==> src/common/usr_pkg.sv <==
// Package: register map, field positions, states and carriers of the serial port block
package usr_pkg;
    // ----------------------------------------
    // Register byte addresses
    // ----------------------------------------
    localparam logic [7:0] ADDR_DATA = 8'h00;
    localparam logic [7:0] ADDR_CTRL_A = 8'h04;
    localparam logic [7:0] ADDR_CTRL_B = 8'h08;
    localparam logic [7:0] ADDR_CTRL_C = 8'h0C;
    localparam logic [7:0] ADDR_BAUD_LO = 8'h10;
    localparam logic [7:0] ADDR_BAUD_HI = 8'h14;
    localparam logic [7:0] ADDR_GIE = 8'h18;
    // ----------------------------------------
    // Field positions
    // ----------------------------------------
    localparam int A_TXC = 6;
    localparam int A_U2X = 1;
    localparam int A_MPCM = 0;
    localparam int B_RXCIE = 7;
    localparam int B_TXCIE = 6;
    localparam int B_UDRIE = 5;
    localparam int B_RXEN = 4;
    localparam int B_TXEN = 3;
    localparam int B_CSZ2 = 2;
    localparam int B_TXB8 = 0;
    localparam int C_STOP2 = 3;
    localparam int C_POL = 0;
    localparam int GIE_BIT = 0;
    // ----------------------------------------
    // Reset values and encodings
    // ----------------------------------------
    localparam logic [7:0] CTRL_B_RESET = 8'h00;
    localparam logic [7:0] CTRL_C_RESET = 8'h06;
    localparam logic [1:0] MODE_ASYNC = 2'b00;
    localparam logic [1:0] MODE_SYNC = 2'b01;
    localparam logic [3:0] OS_LAST_NORM = 4'd15;
    localparam logic [3:0] OS_LAST_DBL = 4'd7;
    localparam logic [3:0] OS_MID_NORM = 4'd7;
    localparam logic [3:0] OS_MID_DBL = 4'd3;
    localparam logic [1:0] FIFO_DEPTH = 2'd2;
    // ----------------------------------------
    // States and carriers
    // ----------------------------------------
    typedef enum logic [2:0] {RX_IDLE, RX_START, RX_DATA, RX_PARITY, RX_STOP} usr_rx_state_t;
    typedef enum logic [2:0] {TX_IDLE, TX_LOAD, TX_START, TX_DATA, TX_PARITY, TX_STOP1,
        TX_STOP2} usr_tx_state_t;
    typedef struct packed {
        logic [8:0] data;
        logic fe;
        logic pe;
    } usr_rx_entry_t;
endpackage

==> src/usr_usart_regs.sv <==
// Serial port data location, control/status registers, transmitter and receiver
`timescale 1ns/1ns
// Summary of operation
// - One data address: write transmits, read receives
// - Short characters: upper bits ignored, read zero
// - Writes dropped while buffer-empty flag clear
// - Enabled idle shifter takes buffer, sends serially
// - Two-deep receive FIFO advances on data reads
// - Receive-done flag tracks unread data, flushed
// - Transmit-done sets at idle end, cleared
// - Buffer-empty flag set when writable, after reset
// - Stop-bit error of head character shown
// - Overrun on full FIFO, held char, start
// - Parity error of head character shown
// - Double speed: oversampling 16 becomes 8
// - Filter drops frames lacking address marking
// - Interrupt needs enable, global enable, flag
// - Receiver owns pin; disable flushes, clears errors
// - Transmitter release waits for idle
// - Mode field: async, sync, two unused codes
// - Parity field: off, reserved, even, odd
// - Size high bit joins two low bits
// - Size codes give 5-8 or 9 bits
// - Stop select sets transmitter stop count
// - Sync polarity chooses change and sample edges
// - Twelve-bit divisor, low write reloads prescaler
module usr_usart_regs
    import usr_pkg::*;
(
    input wire logic clk,
    input wire logic rst,
    input wire logic psel,
    input wire logic penable,
    input wire logic pwrite,
    input wire logic [7:0] paddr,
    input wire logic [31:0] pwdata,
    output logic [31:0] prdata,
    output logic pready,
    output logic pslverr,
    input wire logic rx_pin,
    output logic rx_pin_owned,
    output logic tx_pin_o,
    output logic tx_pin_oe,
    output logic xck_o,
    output logic xck_oe,
    input wire logic tx_done_irq_ack,
    output logic rx_done_irq,
    output logic tx_done_irq,
    output logic tx_empty_irq
);
    // ----------------------------------------
    // Helpers
    // ----------------------------------------
    function automatic logic [3:0] size_bits(input logic [2:0] code);
        case (code)
            3'b000: size_bits = 4'd5;
            3'b001: size_bits = 4'd6;
            3'b010: size_bits = 4'd7;
            3'b111: size_bits = 4'd9;
            default: size_bits = 4'd8;
        endcase
    endfunction

    // ----------------------------------------
    // Registers
    // ----------------------------------------
    logic pready_reg, pop_ok_reg, gie_reg, u2x_reg, mpcm_reg, txc_reg, dor_reg;
    logic [7:0] prdata_reg, ctrl_b_reg, ctrl_c_reg, baud_lo_reg;
    logic [3:0] baud_hi_reg;
    logic [11:0] presc_reg;
    logic ph_reg, rx_m_reg, rx_s_reg;
    usr_rx_entry_t fifo_mem [0:1];
    usr_rx_entry_t hold_reg;
    logic hold_v_reg, rd_ptr_reg;
    logic [1:0] cnt_reg;
    usr_rx_state_t rx_st_reg;
    logic [3:0] rx_os_reg, rx_bit_reg;
    logic [8:0] rx_sh_reg;
    logic rx_par_reg;
    usr_tx_state_t tx_st_reg;
    logic [3:0] tx_os_reg, tx_bit_reg;
    logic [8:0] tx_buf_reg, tx_sh_reg;
    logic tx_full_reg, tx_line_reg, tx_en_eff_reg;

    // ----------------------------------------
    // Bus decode
    // ----------------------------------------
    wire cap = psel & penable & ~pready_reg;
    wire done = psel & penable & pready_reg;
    wire sel_data = (paddr == ADDR_DATA);
    wire sel_a = (paddr == ADDR_CTRL_A);
    wire sel_b = (paddr == ADDR_CTRL_B);
    wire sel_c = (paddr == ADDR_CTRL_C);
    wire sel_blo = (paddr == ADDR_BAUD_LO);
    wire sel_bhi = (paddr == ADDR_BAUD_HI);
    wire sel_gie = (paddr == ADDR_GIE);
    wire mapped = sel_data | sel_a | sel_b | sel_c | sel_blo | sel_bhi | sel_gie;
    wire wr = done & pwrite & mapped;
    wire rx_en = ctrl_b_reg[B_RXEN];
    wire [2:0] size_code = {ctrl_b_reg[B_CSZ2], ctrl_c_reg[2:1]};
    wire [3:0] nbits = size_bits(size_code);
    wire [8:0] mask = 9'h1ff >> (4'd9 - nbits);
    wire [1:0] mode = ctrl_c_reg[7:6];
    wire [1:0] pmode = ctrl_c_reg[5:4];
    wire par_en = pmode[1];
    wire mode_async = (mode == MODE_ASYNC);
    wire mode_sync = (mode == MODE_SYNC);
    usr_rx_entry_t head;
    assign head = fifo_mem[rd_ptr_reg];
    wire rxc = (cnt_reg != 2'd0);
    wire udre = ~tx_full_reg;
    wire [7:0] stat_a = {rxc, txc_reg, udre, head.fe & rxc, dor_reg, head.pe & rxc,
        u2x_reg, mpcm_reg};
    wire [7:0] stat_b = {ctrl_b_reg[7:2], head.data[8], ctrl_b_reg[0]};
    wire [7:0] rdata = sel_data ? (head.data[7:0] & mask[7:0]) :
        sel_a ? stat_a : sel_b ? stat_b : sel_c ? ctrl_c_reg : sel_blo ? baud_lo_reg :
        sel_bhi ? {4'h0, baud_hi_reg} : sel_gie ? {7'h00, gie_reg} : 8'h00;
    // One wait state so that read data always comes from a flip-flop
    assign pready = pready_reg;
    assign pslverr = pready_reg & psel & penable & ~mapped;
    assign prdata = {24'h00_0000, prdata_reg};

    always_ff @(posedge clk) begin
        if (rst) begin
            pready_reg <= 1'b0;
            prdata_reg <= 8'h00;
            pop_ok_reg <= 1'b0;
        end else begin
            pready_reg <= cap;
            if (cap) begin
                prdata_reg <= rdata;
                pop_ok_reg <= rxc;
            end
        end
    end

    // ----------------------------------------
    // Control registers
    // ----------------------------------------
    always_ff @(posedge clk) begin
        if (rst) begin
            ctrl_b_reg <= CTRL_B_RESET;
            ctrl_c_reg <= CTRL_C_RESET;
            baud_lo_reg <= 8'h00;
            baud_hi_reg <= 4'h0;
            gie_reg <= 1'b0;
            u2x_reg <= 1'b0;
            mpcm_reg <= 1'b0;
        end else if (wr) begin
            if (sel_a) begin
                u2x_reg <= pwdata[A_U2X];
                mpcm_reg <= pwdata[A_MPCM];
            end
            if (sel_b) begin
                ctrl_b_reg <= {pwdata[7:2], 1'b0, pwdata[B_TXB8]};
            end
            if (sel_c) begin
                ctrl_c_reg <= pwdata[7:0];
            end
            if (sel_blo) begin
                baud_lo_reg <= pwdata[7:0];
            end
            if (sel_bhi) begin
                baud_hi_reg <= pwdata[3:0];
            end
            if (sel_gie) begin
                gie_reg <= pwdata[GIE_BIT];
            end
        end
    end

    // ----------------------------------------
    // Baud prescaler and sync clock
    // ----------------------------------------
    // Reloading on a low-byte write restarts the bit timing; frames in flight get corrupted
    wire blo_wr = wr & sel_blo;
    wire tick = (presc_reg == 12'h000);
    wire [3:0] os_last = (u2x_reg & mode_async) ? OS_LAST_DBL : OS_LAST_NORM;
    wire [3:0] os_mid = (u2x_reg & mode_async) ? OS_MID_DBL : OS_MID_NORM;
    wire pol = ctrl_c_reg[C_POL];
    wire sync_tx_edge = mode_sync & tick & (ph_reg == pol);
    wire sync_rx_edge = mode_sync & tick & (ph_reg != pol);
    assign xck_o = ph_reg;
    assign xck_oe = mode_sync;

    always_ff @(posedge clk) begin
        if (rst) begin
            presc_reg <= 12'h000;
            ph_reg <= 1'b0;
        end else begin
            if (blo_wr) begin
                presc_reg <= {baud_hi_reg, pwdata[7:0]};
            end else if (tick) begin
                presc_reg <= {baud_hi_reg, baud_lo_reg};
            end else begin
                presc_reg <= presc_reg - 12'h001;
            end
            ph_reg <= mode_sync ? (ph_reg ^ tick) : 1'b0;
        end
    end

    // ----------------------------------------
    // Receiver
    // ----------------------------------------
    // Two flops before the pin is looked at
    always_ff @(posedge clk) begin
        if (rst) begin
            rx_m_reg <= 1'b1;
            rx_s_reg <= 1'b1;
        end else begin
            rx_m_reg <= rx_pin;
            rx_s_reg <= rx_m_reg;
        end
    end

    assign rx_pin_owned = rx_en;
    wire [3:0] rx_target = (rx_st_reg == RX_START) ? os_mid : os_last;
    wire rx_samp = mode_sync ? sync_rx_edge :
        (mode_async & tick & (rx_st_reg != RX_IDLE) & (rx_os_reg == rx_target));
    wire start_det = rx_en & (rx_st_reg == RX_IDLE) & ~rx_s_reg &
        (mode_sync ? sync_rx_edge : (mode_async & tick));
    wire rx_end = (rx_st_reg == RX_STOP) & rx_samp;
    wire exp_par = (^(rx_sh_reg & mask)) ^ pmode[0];
    wire frame_type = (nbits == 4'd9) ? rx_sh_reg[8] : rx_s_reg;
    wire rx_keep = ~(mpcm_reg & ~frame_type);
    usr_rx_entry_t rx_new;
    assign rx_new = '{data: rx_sh_reg, fe: ~rx_s_reg,
        pe: par_en & (rx_par_reg != exp_par)};
    wire fifo_push = hold_v_reg & (cnt_reg != FIFO_DEPTH);
    wire fifo_pop = done & ~pwrite & sel_data & pop_ok_reg;
    wire hold_load = rx_end & rx_keep & (~hold_v_reg | fifo_push);
    wire overrun = start_det & (cnt_reg == FIFO_DEPTH) & hold_v_reg;
    wire wr_ptr = rd_ptr_reg ^ cnt_reg[0];

    always_ff @(posedge clk) begin
        if (rst || !rx_en) begin
            rx_st_reg <= RX_IDLE;
            rx_os_reg <= 4'h0;
            rx_bit_reg <= 4'h0;
            rx_sh_reg <= 9'h000;
            rx_par_reg <= 1'b0;
        end else begin
            if (rx_st_reg != RX_IDLE && tick) begin
                rx_os_reg <= rx_samp ? 4'h0 : rx_os_reg + 4'h1;
            end
            case (rx_st_reg)
                RX_IDLE: begin
                    if (start_det) begin
                        rx_os_reg <= 4'h0;
                        rx_bit_reg <= 4'h0;
                        rx_sh_reg <= 9'h000;
                        rx_st_reg <= mode_sync ? RX_DATA : RX_START;
                    end
                end
                RX_START: begin
                    if (rx_samp) begin
                        // A start bit that is gone at mid-bit was a glitch
                        rx_st_reg <= rx_s_reg ? RX_IDLE : RX_DATA;
                    end
                end
                RX_DATA: begin
                    if (rx_samp) begin
                        rx_sh_reg[rx_bit_reg] <= rx_s_reg;
                        rx_bit_reg <= rx_bit_reg + 4'h1;
                        if (rx_bit_reg == nbits - 4'h1) begin
                            rx_st_reg <= par_en ? RX_PARITY : RX_STOP;
                        end
                    end
                end
                RX_PARITY: begin
                    if (rx_samp) begin
                        rx_par_reg <= rx_s_reg;
                        rx_st_reg <= RX_STOP;
                    end
                end
                default: begin
                    // Only the first stop bit is checked
                    if (rx_samp) begin
                        rx_st_reg <= RX_IDLE;
                    end
                end
            endcase
        end
    end

    always_ff @(posedge clk) begin
        if (rst || !rx_en) begin
            hold_v_reg <= 1'b0;
            hold_reg <= '0;
            cnt_reg <= 2'd0;
            rd_ptr_reg <= 1'b0;
            dor_reg <= 1'b0;
            fifo_mem[0] <= '0;
            fifo_mem[1] <= '0;
        end else begin
            if (hold_load) begin
                hold_reg <= rx_new;
                hold_v_reg <= 1'b1;
            end else if (fifo_push) begin
                hold_v_reg <= 1'b0;
            end
            if (fifo_push) begin
                fifo_mem[wr_ptr] <= hold_reg;
            end
            if (fifo_pop) begin
                rd_ptr_reg <= ~rd_ptr_reg;
            end
            cnt_reg <= cnt_reg + {1'b0, fifo_push} - {1'b0, fifo_pop};
            // A fresh overrun beats the clear of a read in the same cycle
            if (overrun) begin
                dor_reg <= 1'b1;
            end else if (fifo_pop) begin
                dor_reg <= 1'b0;
            end
        end
    end

    // ----------------------------------------
    // Transmitter
    // ----------------------------------------
    wire tx_strobe = mode_sync ? sync_tx_edge :
        (mode_async & tick & (tx_os_reg == os_last));
    wire stop2 = ctrl_c_reg[C_STOP2];
    wire tx_finish = tx_strobe &
        (((tx_st_reg == TX_STOP1) & ~stop2) | (tx_st_reg == TX_STOP2));
    wire tx_accept = wr & sel_data & udre;
    wire tx_load = tx_full_reg & tx_en_eff_reg & ((tx_st_reg == TX_IDLE) | tx_finish);
    wire tx_par = (^(tx_sh_reg & mask)) ^ pmode[0];
    wire txc_set = tx_finish & ~tx_full_reg;
    wire txc_clr = (wr & sel_a & pwdata[A_TXC]) | tx_done_irq_ack;
    assign tx_pin_o = tx_en_eff_reg ? tx_line_reg : 1'b1;
    assign tx_pin_oe = tx_en_eff_reg;

    always_ff @(posedge clk) begin
        if (rst) begin
            tx_buf_reg <= 9'h000;
            tx_full_reg <= 1'b0;
            txc_reg <= 1'b0;
            tx_en_eff_reg <= 1'b0;
            tx_os_reg <= 4'h0;
        end else begin
            if (tx_accept) begin
                tx_buf_reg <= {ctrl_b_reg[B_TXB8], pwdata[7:0]};
                tx_full_reg <= 1'b1;
            end else if (tx_load) begin
                tx_full_reg <= 1'b0;
            end
            if (txc_set) begin
                txc_reg <= 1'b1;
            end else if (txc_clr) begin
                txc_reg <= 1'b0;
            end
            // Release waits until nothing is left to send
            if (ctrl_b_reg[B_TXEN]) begin
                tx_en_eff_reg <= 1'b1;
            end else if (tx_st_reg == TX_IDLE && !tx_full_reg) begin
                tx_en_eff_reg <= 1'b0;
            end
            if (mode_async && tick) begin
                tx_os_reg <= (tx_os_reg == os_last) ? 4'h0 : tx_os_reg + 4'h1;
            end
        end
    end

    always_ff @(posedge clk) begin
        if (rst) begin
            tx_st_reg <= TX_IDLE;
            tx_sh_reg <= 9'h000;
            tx_bit_reg <= 4'h0;
            tx_line_reg <= 1'b1;
        end else begin
            case (tx_st_reg)
                TX_IDLE: begin
                    if (tx_load) begin
                        tx_sh_reg <= tx_buf_reg;
                        tx_st_reg <= TX_LOAD;
                    end
                end
                TX_LOAD: begin
                    if (tx_strobe) begin
                        tx_line_reg <= 1'b0;
                        tx_st_reg <= TX_START;
                    end
                end
                TX_START: begin
                    if (tx_strobe) begin
                        tx_line_reg <= tx_sh_reg[0];
                        tx_bit_reg <= 4'h0;
                        tx_st_reg <= TX_DATA;
                    end
                end
                TX_DATA: begin
                    if (tx_strobe) begin
                        if (tx_bit_reg == nbits - 4'h1) begin
                            tx_line_reg <= par_en ? tx_par : 1'b1;
                            tx_st_reg <= par_en ? TX_PARITY : TX_STOP1;
                        end else begin
                            tx_line_reg <= tx_sh_reg[tx_bit_reg + 4'h1];
                            tx_bit_reg <= tx_bit_reg + 4'h1;
                        end
                    end
                end
                TX_PARITY: begin
                    if (tx_strobe) begin
                        tx_line_reg <= 1'b1;
                        tx_st_reg <= TX_STOP1;
                    end
                end
                TX_STOP1: begin
                    if (tx_strobe) begin
                        tx_st_reg <= stop2 ? TX_STOP2 : TX_IDLE;
                    end
                end
                default: begin
                    if (tx_strobe) begin
                        tx_st_reg <= TX_IDLE;
                    end
                end
            endcase
            // Back to back: next start bit follows the last stop bit directly
            if (tx_finish && tx_load) begin
                tx_sh_reg <= tx_buf_reg;
                tx_line_reg <= 1'b0;
                tx_st_reg <= TX_START;
            end
        end
    end

    // ----------------------------------------
    // Interrupt requests
    // ----------------------------------------
    assign rx_done_irq = ctrl_b_reg[B_RXCIE] & gie_reg & rxc;
    assign tx_done_irq = ctrl_b_reg[B_TXCIE] & gie_reg & txc_reg;
    assign tx_empty_irq = ctrl_b_reg[B_UDRIE] & gie_reg & udre;
endmodule

==> config.mk <==
export PLATFORM = sky130hd
export DESIGN_NAME = usr_usart_regs
export DESIGN_NICKNAME = d
export VERILOG_FILES = /design/src/common/usr_pkg.sv /design/src/usr_usart_regs.sv
export SDC_FILE = /design/constraint.sdc
export NUM_CORES = 1
export LEC_CHECK = 0
export ABC_AREA = 1
export BUFFER_PORTS_ARGS = -buffer_cell sky130_fd_sc_hd__buf_4
export CAP_MARGIN = 20
export CORE_MARGIN = 2
export CORE_UTILIZATION = 60
export DETAILED_ROUTE_END_ITERATION = 8
export PLACE_DENSITY = 0.81
export REMOVE_ABC_BUFFERS = 1
export SLEW_MARGIN = 20
export SYNTH_ARGS = -nofsm -noshare
export SYNTH_HDL_FRONTEND = slang
export SYNTH_SLANG_ARGS = --single-unit
==> constraint.sdc <==
create_clock -name clk -period 4.2 [get_ports clk]
set_clock_uncertainty 0.15 [all_clocks]
set_input_delay 0.21 -clock clk [delete_from_list [all_inputs] [get_ports clk]]
set_output_delay 0.21 -clock clk [all_outputs]
set_load 0.005 [all_outputs]
After elaboration in Yosys (flattened, before gate mapping)

Memories as Yosys holds them, arrays and structs flattened. A register that Yosys moved wholly into a read port is not among the register bits.
Cells that the tools add are included.

Muxes and demuxes: 91
Equal/unequal tests: 50
Bitwise operators: 76
Shifts and indexed selects: 1
$add $sub $neg: 9
$mul: 0
Reduce and logical (&&, ||, !) cells: 48
Divide/modulo/power cells: 0
$lt $le $gt $ge: 3

Operators with widths:

| cell                                                 | count |
|---|---|
| 2-to-1 mux 4 bit                                     | 13 |
| 2-to-1 mux 3 bit                                     | 17 |
| bitwise AND 1 bit                                    | 48 |
| 2-to-1 mux 9 bit                                     | 5 |
| 2-to-1 mux 8 bit                                     | 5 |
| 2-to-1 mux 1 bit                                     | 35 |
| inequality test 2 bit (second input constant)        | 14 |
| equality test 8 x 5 -> 1 bit (second input constant) | 3 |
| 2-to-1 mux 12 bit                                    | 2 |
| nonzero test 2 bit                                   | 12 |
| bitwise AND 9 bit                                    | 2 |
| case mux 3 bit (6 select lines)                      | 1 |
| case mux 9 bit (2 select lines)                      | 1 |
| XOR reduction 9 bit                                  | 2 |
| adder 4 x 1 -> 4 bit (second input constant)         | 4 |
| equality test 4 bit                                  | 4 |
| equality test 8 x 4 -> 1 bit (second input constant) | 2 |
| case mux 4 bit (2 select lines)                      | 2 |
| case mux 4 bit (4 select lines)                      | 1 |
| AND reduction 2 bit                                  | 8 |
| AND reduction 8 bit                                  | 2 |
| equality test 3 x 2 -> 1 bit (second input constant) | 5 |
| equality test 3 bit (second input constant)          | 5 |
| inequality test 3 bit (second input constant)        | 5 |
| other kinds (42)                                     | 80 |

Latch bits: 0
Output and inout bits: 42
Memories: 1
Register bits after elaboration: 125
Bits in writable memories: 22
Bits in read-only memories: 0

Memory list:

| memory   | words | bits a word | rd ports | clocked after memory_dff | wr ports | RTL line             | RTL |
|---|---|---|---|---|---|---|---|
| fifo_mem | 2     | 11          | 1        | 1                        | 2        | usr_usart_regs.sv:72 | `usr_rx_entry_t fifo_mem [0:1];` |

Depth between registers and ports, before layout

Gate-level depths: netlist (run 1).

Depth in word-level cells: 13
Gate-level depth with buffers: 21
Depth with buffers taken out: 20

Least setup slack after synthesis (run 1)

No wires, ideal clock.

Path type: register to register
Start: register ctrl_c_reg[1]
End: register hold_reg[0] (netlist bit)
Stages on the path, launching flop included: 18
Arrival time: 2.178 ns
Setup slack: 1.740 ns
Required time: 3.918 ns
Clock period less this slack: 2.460 ns
Cells stage by stage: dfxtp_1 nand2_1 nand2_1 nor2_1 inv_1 ha_1 nand3_1 nand2_1 or2_2 nor2_1 xor2_1 inv_1 nand2_1 nand2_1 nand3_1 nand2_1 nand2_1 a21oi_1

Cells in the longest elaborated chain, start to end: 9
Elaborated cells on any way between the ends: 19

Ends and longest elaborated chain:

| what                                                                 | RTL line                                     | RTL |
|---|---|---|
| start: declaration                                                   | usr_usart_regs.sv:68                         | `logic [7:0] prdata_reg, ctrl_b_reg, ctrl_c_reg, baud_lo_reg;` |
| start signal: assignment                                             | usr_usart_regs.sv:158                        | `ctrl_c_reg <= pwdata[7:0];` |
| equality test 3 bit (tied with other cells)                          | usr_usart_regs.sv:55                         | `case (code)` |
| case mux 4 bit (4 select lines) (*)                                  | usr_usart_regs.sv:55                         |  |
| subtractor 4 bit / equality test 4 bit (equally long branches)       | usr_usart_regs.sv:102, usr_usart_regs.sv:224 |  |
| >> shifter 9 x 4 -> 9 bit / 2-to-1 mux 1 bit (equally long branches) | usr_usart_regs.sv:102, usr_usart_regs.sv:224 |  |
| bitwise AND 9 bit / inverter 1 bit (equally long branches)           | usr_usart_regs.sv:223, usr_usart_regs.sv:225 |  |
| XOR reduction 9 bit / bitwise AND 1 bit (equally long branches)      | usr_usart_regs.sv:223, usr_usart_regs.sv:225 |  |
| XOR 1 bit / inverter 1 bit (equally long branches)                   | usr_usart_regs.sv:223, usr_usart_regs.sv:225 |  |
| inequality test 1 bit / bitwise AND 1 bit (equally long branches)    | usr_usart_regs.sv:228, usr_usart_regs.sv:231 |  |
| bitwise AND 1 bit, on equally long branches                          | usr_usart_regs.sv:228, usr_usart_regs.sv:231 |  |
| end signal: assignment                                               | usr_usart_regs.sv:297                        | `hold_reg <= rx_new;` |
| end: declaration                                                     | usr_usart_regs.sv:73                         | `usr_rx_entry_t hold_reg;` |

Every way passes the cells marked *; elsewhere a longest branch is shown, timed or not.
A chain may end at the register's enable or synchronous reset.

Final worst setup path (run 1)

Start: register ctrl_c_reg[2]
End: register tx_line_reg

Cells in the longest elaborated chain, start to end: 12
Elaborated cells on any way between the ends: 17

Ends and longest elaborated chain:

| what                                        | RTL line              | RTL |
|---|---|---|
| equality test 3 bit (tied with other cells) | usr_usart_regs.sv:55  |  |
| case mux 4 bit (4 select lines) (*)         | usr_usart_regs.sv:55  |  |
| subtractor 4 bit                            | usr_usart_regs.sv:102 | `wire [8:0] mask = 9'h1ff >> (4'd9 - nbits);` |
| >> shifter 9 x 4 -> 9 bit                   | usr_usart_regs.sv:102 |  |
| bitwise AND 9 bit                           | usr_usart_regs.sv:328 | `wire tx_par = (^(tx_sh_reg & mask)) ^ pmode[0];` |
| XOR reduction 9 bit                         | usr_usart_regs.sv:328 |  |
| XOR 1 bit                                   | usr_usart_regs.sv:328 |  |
| 2-to-1 mux 1 bit                            | usr_usart_regs.sv:395 | `tx_line_reg <= par_en ? tx_par : 1'b1;` |
| 2-to-1 mux 1 bit (*)                        | usr_usart_regs.sv:394 | `if (tx_bit_reg == nbits - 4'h1) begin` |
| 2-to-1 mux 1 bit (*)                        | usr_usart_regs.sv:393 | `if (tx_strobe) begin` |
| case mux 1 bit (4 select lines) (*)         | usr_usart_regs.sv:372 | `case (tx_st_reg)` |
| 2-to-1 mux 1 bit (*)                        | usr_usart_regs.sv:421 | `if (tx_finish && tx_load) begin` |
| end signal: assignment                      | usr_usart_regs.sv:387 | `tx_line_reg <= tx_sh_reg[0];` |
| end signal: assignment                      | usr_usart_regs.sv:395 |  |
| end signal: assignment                      | usr_usart_regs.sv:398 | `tx_line_reg <= tx_sh_reg[tx_bit_reg + 4'h1];` |
| end: declaration                            | usr_usart_regs.sv:83  | `logic tx_full_reg, tx_line_reg, tx_en_eff_reg;` |

Every way passes the cells marked *; elsewhere a longest branch is shown, timed or not. The select of a mux whose other input is x is not followed.

==> results.md, run 1 <==
- Reg clk slew, reported paths: 0.06 ns
- Worst R2R Setup Slack: ~1.1 ns
- Metal2 WL: 9360 um
- Top sig layer: met4
- RePlAce Congestion: around 0.92
- CTS Buffer Depth: 2
- Sequential-to-total area share from yosys stat: 40.3%
- Syn avg cell area: 7.27 um^2
- Worst hold margin: 0.0352 ns
- Worst setup path category: reg -> reg
- Least-Margin Pin Slew: 0.857 ns
- CTS H-tree lvls: 4
- Final Hold Fails: 0
- Met3 wire len: approximately 1300 um
- DR DRC count: 0
- Die W: 119 um
- LEAKAGE: 3.79 nW
- Area Growth Syn to Fin: 13.2%
- TNS Setup: 0 ns
- Height of the die: 119 um
- RSZ-0062 raised after global routing: false
- Commonest non-fill, non-tap cell in the layout: nand2_1
- Largest family of logic cells by synthesized area: simple AND/OR/NAND/NOR gates
- Final net count: around 1200
- FILL cells: between 1000 and 1500
- Total Power: 3.49 mW
- Antenna Nets Post-Route: 0
- Most frequent CP cell: nand3_1
- Synthesis-stage register bit count: 148
- PortBufs: 40
- Antenna cells: 0
- Fmax: 0.327 GHz
- Resized Gates After CTS: 0
- Critical Path End Type: register
- Placed Instances: between 1000 and 1500
- CP max FO: 7
- Maximum capacitance violations: 0
- Most frequent cells in the layout: nand2_1, inv_1, nor2_1
- Synth async-reset ratio: 0%
- CTS tree: yes
- Global-route wire length before repair: 32400 um
- Die Area: about 14000 um^2
- Clk sinks: 148
- Number of synthesis warnings: 0
- Power Dens Cells: about 390 nW/um^2
- CP Data Required Time: 4.37 ns
- Largest net degree at the start of global routing: 49
- Rows: 41
- HP Class: in -> reg
- Max reg flops: 22
- Peak VDD IR: 292 uV
- Xor/xnor cell area share of the yosys netlist: 3.21%
- Worst rel slew slack: between 40 and 50%
- Buffers and inverters on the worst path: 2
- Post-synth EDFFs: 22
- Cells along the critical path: nand3_1 > o21ai_1 > inv_1 > ha_1 > nor2_1 > nand3_1 > inv_1 > nand3_1 > nand2_1 > nand2_1 > nand3_1 > nand3_1 > nand3_1 > nand3_1 > nand2_1 > nand2_1
- Post-synthesis compound-gate area fraction: 16.8%
- CP delay by family, top: simple AND/OR/NAND/NOR gates
- Final setup fails: 0
- Layout cell share with drive strength beyond 1: 9.57%
- CTS Buf Count: 17
- Crit path time final: slightly above 3 ns
- Met1 wire length: 8600 um
- Area share of fa/ha/maj cells after synthesis: 2.37%
- CP startpoint kind: register
- Post-Synth Simple-Gate Area: 26.0%
- Placed wire-length estimate: 14500 um
- Cell variety after synth: 56
- Vias in the first global route: 6709
- CP max-delay cell: o21ai_1
- CP max stage delay: 0.48 ns
- Ys flop type: dfxtp_1
- Synth Cell Area: 7910 um^2
- Total GRT Usage: 28.9%
- Routed Wire Length: 19900 um
- Slew Limit Fails: 0
- Detailed Route Iter0 Violations: 567
- Clk_lat worst skew: 0.42 ns
- Root buf cell: clkbuf_16
- Multiplexer share of the synthesized area: 0.380%
- Cells after synthesis: 1088
- Outcome: finished clean
- Io pins: 89
- Period utilization: 72.9%
- Total grt overflow: 0
- CORE AREA: 12700 um^2
- Final std cells w/o fill: roughly 1300
- Routed wire per std cell: ~15 um
- Vias per cell: 5.59
- Initial antenna violation count: 0
- Initial Util: 62.1%
- Via count: 7388
- CP arrival: approximately 3.2 ns
- Final core occ: a little over two thirds
- TritonRoute pass-1 iters: 6
[where the power goes]
| part | total, mW | switching [mW] | internal, mW |
|---|---|---|---|
| Clock | 1.54 | 0.594 | 0.947 |
| Sequential | 1.52 | 0.0340 | 1.48 |
| Combinational | 0.433 | 0.272 | 0.161 |
| Total | 3.49 | 0.900 | 2.59 |
[final timing paths]
check | depth (start not counted) | end | startpoint
setup / recovery | 16 | tx_line_reg | ctrl_c_reg[2]
hold / removal | 3 | tx_buf_reg[6] | pwdata[6]
setup reg to reg | 16 | tx_line_reg | ctrl_c_reg[2]
hold reg to reg | 1 | rx_s_reg | rx_m_reg
[cell type report]
cell class / instances / area [um^2] / share of cell area [%]
tap: 172 / 215 / 2.40
sequential: 148 / 3180 / 35.6
clock inverter: 13 / 159 / 1.78
multi-input combinational: 765 / 3950 / 44.1
timing repair buffer: 55 / 435 / 4.87
inverter: 150 / 564 / 6.31
clock buffer: 19 / 443 / 4.95
[tightest hold or removal path, delay by kind of cell]
family | cells | cell delay [ns]
buf+inv | 2 | 0.21
compound gates | 1 | 0.15
[cell usage after synthesis (4+ instances only)]
master	count	share of area [%]
ha_1	15	2.4
dfxtp_1	126	32
or2_2	7	0.55
nor3_1	23	1.5
inv_1	147	7.0
a21oi_1	98	6.2
o21ai_0	77	4.9
nand2_4	4	0.57
a211oi_1	15	1.4
buf_2	4	0.25
nand4_1	10	0.79
nand2_1	198	9.4
edfxtp_1	22	8.4
nand2_2	5	0.40
clkbuf_1	17	0.81
buf_4	25	2.4
nor2_2	4	0.32
nand3b_1	4	0.38
o221ai_1	7	0.78
nor2_1	134	6.4
xnor2_1	7	0.78
xor2_1	22	2.4
nand3_1	60	3.8
o211ai_1	10	0.95
[metal layers]
layer | vias up | GRT usage (%)
li1 | 3644 | -
met5 | - | 0
met3 | 45 | 5.41
met4 | 0 | 12.2
met2 | 279 | 47.3
met1 | 3420 | 37.3
[cells by family after synthesis]
kind of cell             Yosys count
multiplexers                       3
adder cells (fa/ha/maj)           15
AO/OA/AOI/OAI                    229
AND/OR/NAND/NOR                  465
XOR/XNOR                          29
buffers and inverters            198
flip-flops                       148
other                              1
[metrics by stage]
step	setup WS (ns)	cell area [um^2]
after floorplan	1.74	7700
after global placement	1.35	8260
after detailed placement	1.28	8260
after CTS	1.26	8950
after global routing	0.824	8950
final	1.14	8950
[timing repair]
item / in CTS / in global routing
buffers inserted: 0 / 0
hold buffers: 9 / 0
hold endpoints to repair: 36 / 0
setup endpoints to repair: 0 / 0
Note: power is estimated with default switching activity, not from simulation.
==> inputs of run 2 (changes only) <==
Settings changed: CORE_UTILIZATION 60 to 59, PLACE_DENSITY 0.81 to 0.8.
Clock period 4.2 ns to 3 ns, I/O delays scaled along.
==> results.md, run 2 (same netlist as run 1, synthesis figures left out) <==
- Placement Setup Slack: 0.209 ns (-1.07 ns)
- Initial Util: 60.2% (-2.0 points)
- Final WS setup: 0.187 ns (-0.951 ns)
- Buffers and inverters on the worst path: 2 (unchanged)
- Fmax: 0.355 GHz (+8.9%)
- FILL cells: 1140 (+5.0%)
- Root buf cell: clkbuf_16
- Worst setup path category: reg -> reg
- Final net count: 1208 (+0.75%)
- CTS Buffer Depth: 2 (unchanged)
- Reg clk slew, reported paths: 0.06 ns (about the same)
- Crit path time final: 2.81 ns (-0.249 ns)
- CP delay by family, top: simple AND/OR/NAND/NOR gates
- Max reg flops: 22 (unchanged)
- Final core occ: 68.3% (-2.0 points)
- CORE AREA: 13100 um^2 (+3.3%)
- LEAKAGE: 3.80 nW (+0.35%)
- TritonRoute pass-1 iters: 5 (-1)
- RePlAce Congestion: 0.954 (+3.8%)
- Largest net degree at the start of global routing: 45 (-8.2%)
- Die Area: 14300 um^2 (+1.6%)
- CTS tree: yes
- Antenna cells: 0 (unchanged)
- HP Class: in -> reg
- Height of the die: 120 um (+0.82%)
- Rows: 42 (+2.4%)
- DR DRC count: 0 (unchanged)
- Total grt overflow: 0 (unchanged)
- Area Growth Syn to Fin: 13.5%
- Slew Limit Fails: 0 (unchanged)
- CP arrival: 2.96 ns (-0.27 ns)
- Vias in the first global route: 7047 (+5.0%)
- Cells along the critical path: inv_1 > ha_1 > nand3_2 > nor2_2 > nand3_4 > clkinv_2 > nand2_4 > o21bai_4 > nand2_1 > nand2_2 > nand2_2 > o21ai_0 > a21oi_1
- Routed Wire Length: 20700 um (+4.2%)
- Multi-input gate area: 3960 um^2 (+0.19%)
- Power Dens Cells: 522 nW/um^2 (+34%)
- Antenna Nets Post-Route: 0 (unchanged)
- CTS Buf Count: 17 (unchanged)
- Die W: 120 um (+0.82%)
- Commonest non-fill, non-tap cell in the layout: nand2_1
- Outcome: finished clean
- CTS H-tree lvls: 4 (unchanged)
- Detailed Route Iter0 Violations: 575 (+1.4%)
- Post-CTS Setup Inserts: 0 (unchanged)
- Final Hold Fails: 0 (unchanged)
- CP Data Required Time: 3.15 ns (-1.22 ns)
- Vias per cell: 5.58 (-0.20%)
- CP max stage delay: 0.29 ns (-0.19 ns)
- Clk sinks: 148 (unchanged)
- CP startpoint kind: register
- Placed wire-length estimate: 15000 um (+3.3%)
- PortBufs: 40 (unchanged)
- Most frequent cells in the layout: nand2_1, inv_1, nor2_1
- Total GRT Usage: 30.3% (+1.4 points)
- Via count: 7446 (+0.79%)
- Period utilization: 93.8% (+21 points)
- CP max FO: 15 (+8)
- Final setup fails: 0 (unchanged)
- Routed wire per std cell: 15.5 um (+3.2%)
- Register area: 3190 um^2 (about the same)
- Least-Margin Pin Slew: 0.542 ns (-0.315 ns)
- Critical Path End Type: register
- Clk_lat worst skew: 0.42 ns (about the same)
- Most frequent CP cell: nand2_2
- Initial antenna violation count: 0 (unchanged)
- CP max-delay cell: dfxtp_1
- Worst rel slew slack: 63.6% (+21 points)
- Global-route wire length before repair: 34000 um (+4.9%)
- Layout cell share with drive strength beyond 1: 9.75% (+0.18 points)
- Io pins: 89 (unchanged)
- Maximum capacitance violations: 0 (unchanged)
- Peak VDD IR: 420 uV (+44%)
## run 2: worst register-to-register path, delay by kind of cell (launching register included)
kind / cells / cell delay (ns)
compound gates: 3 / 0.61
fa+ha+maj: 1 / 0.22
buf+inv: 2 / 0.32
flops: 1 / 0.29
simple gates: 7 / 1.10
## run 2: metrics by stage
step	hold slack [ns]	power (mW)	TNS, ns	instance area (um^2)	cells
floorplan	0.0691	2.58	0	7700	1063
global placement	0.194	2.72	0	8300	1290
detailed placement	0.193	2.74	0	8300	1290
CTS	0.0277	4.68	0	8960	1335
global route	0.0577	4.86	-0.0251	8970	1335
finish	0.0424	4.68	0	8970	1335
## run 2: final cells by class
cell class	count	area share, %
Clock inverter	6	0.586
Multi-Input combinational cell	765	44.1
Sequential cell	148	35.5
Timing Repair Buffer	64	5.72
Clock buffer	26	5.35
Inverter	150	6.29
Tap cell	176	2.45
## run 2: final timing paths
path              slack, ns  cells after the start       endpoint    startpoint
hold / removal         0.04                      5  ctrl_b_reg[6]      paddr[2]
setup reg to reg       0.19                     13   tx_sh_reg[7]  presc_reg[0]
hold reg to reg        0.26                      1       rx_s_reg      rx_m_reg
setup / recovery       0.19                     13   tx_sh_reg[7]  presc_reg[0]
## run 2: per-layer routing
metal	track usage, %	wire length, um
met1	37.6	8750
met2	51.6	10100
met3	4.90	1230
met4	14.1	671
met5	0	0
## run 2: timing repair
| item | in CTS | in global routing |
|---|---|---|
| gates resized for setup | 0 | 7 |
| hold endpoints to repair | 49 | 0 |
| endpoints found under the setup margin | 0 | 3 |
| hold buffers | 13 | 0 |
## run 2: report_power, final
part	leakage (nW)	internal, mW	total (mW)	switching (mW)
combinational	2.26	0.229	0.595	0.366
sequential	1.29	2.08	2.12	0.0488
clock	0.260	1.18	1.96	0.781
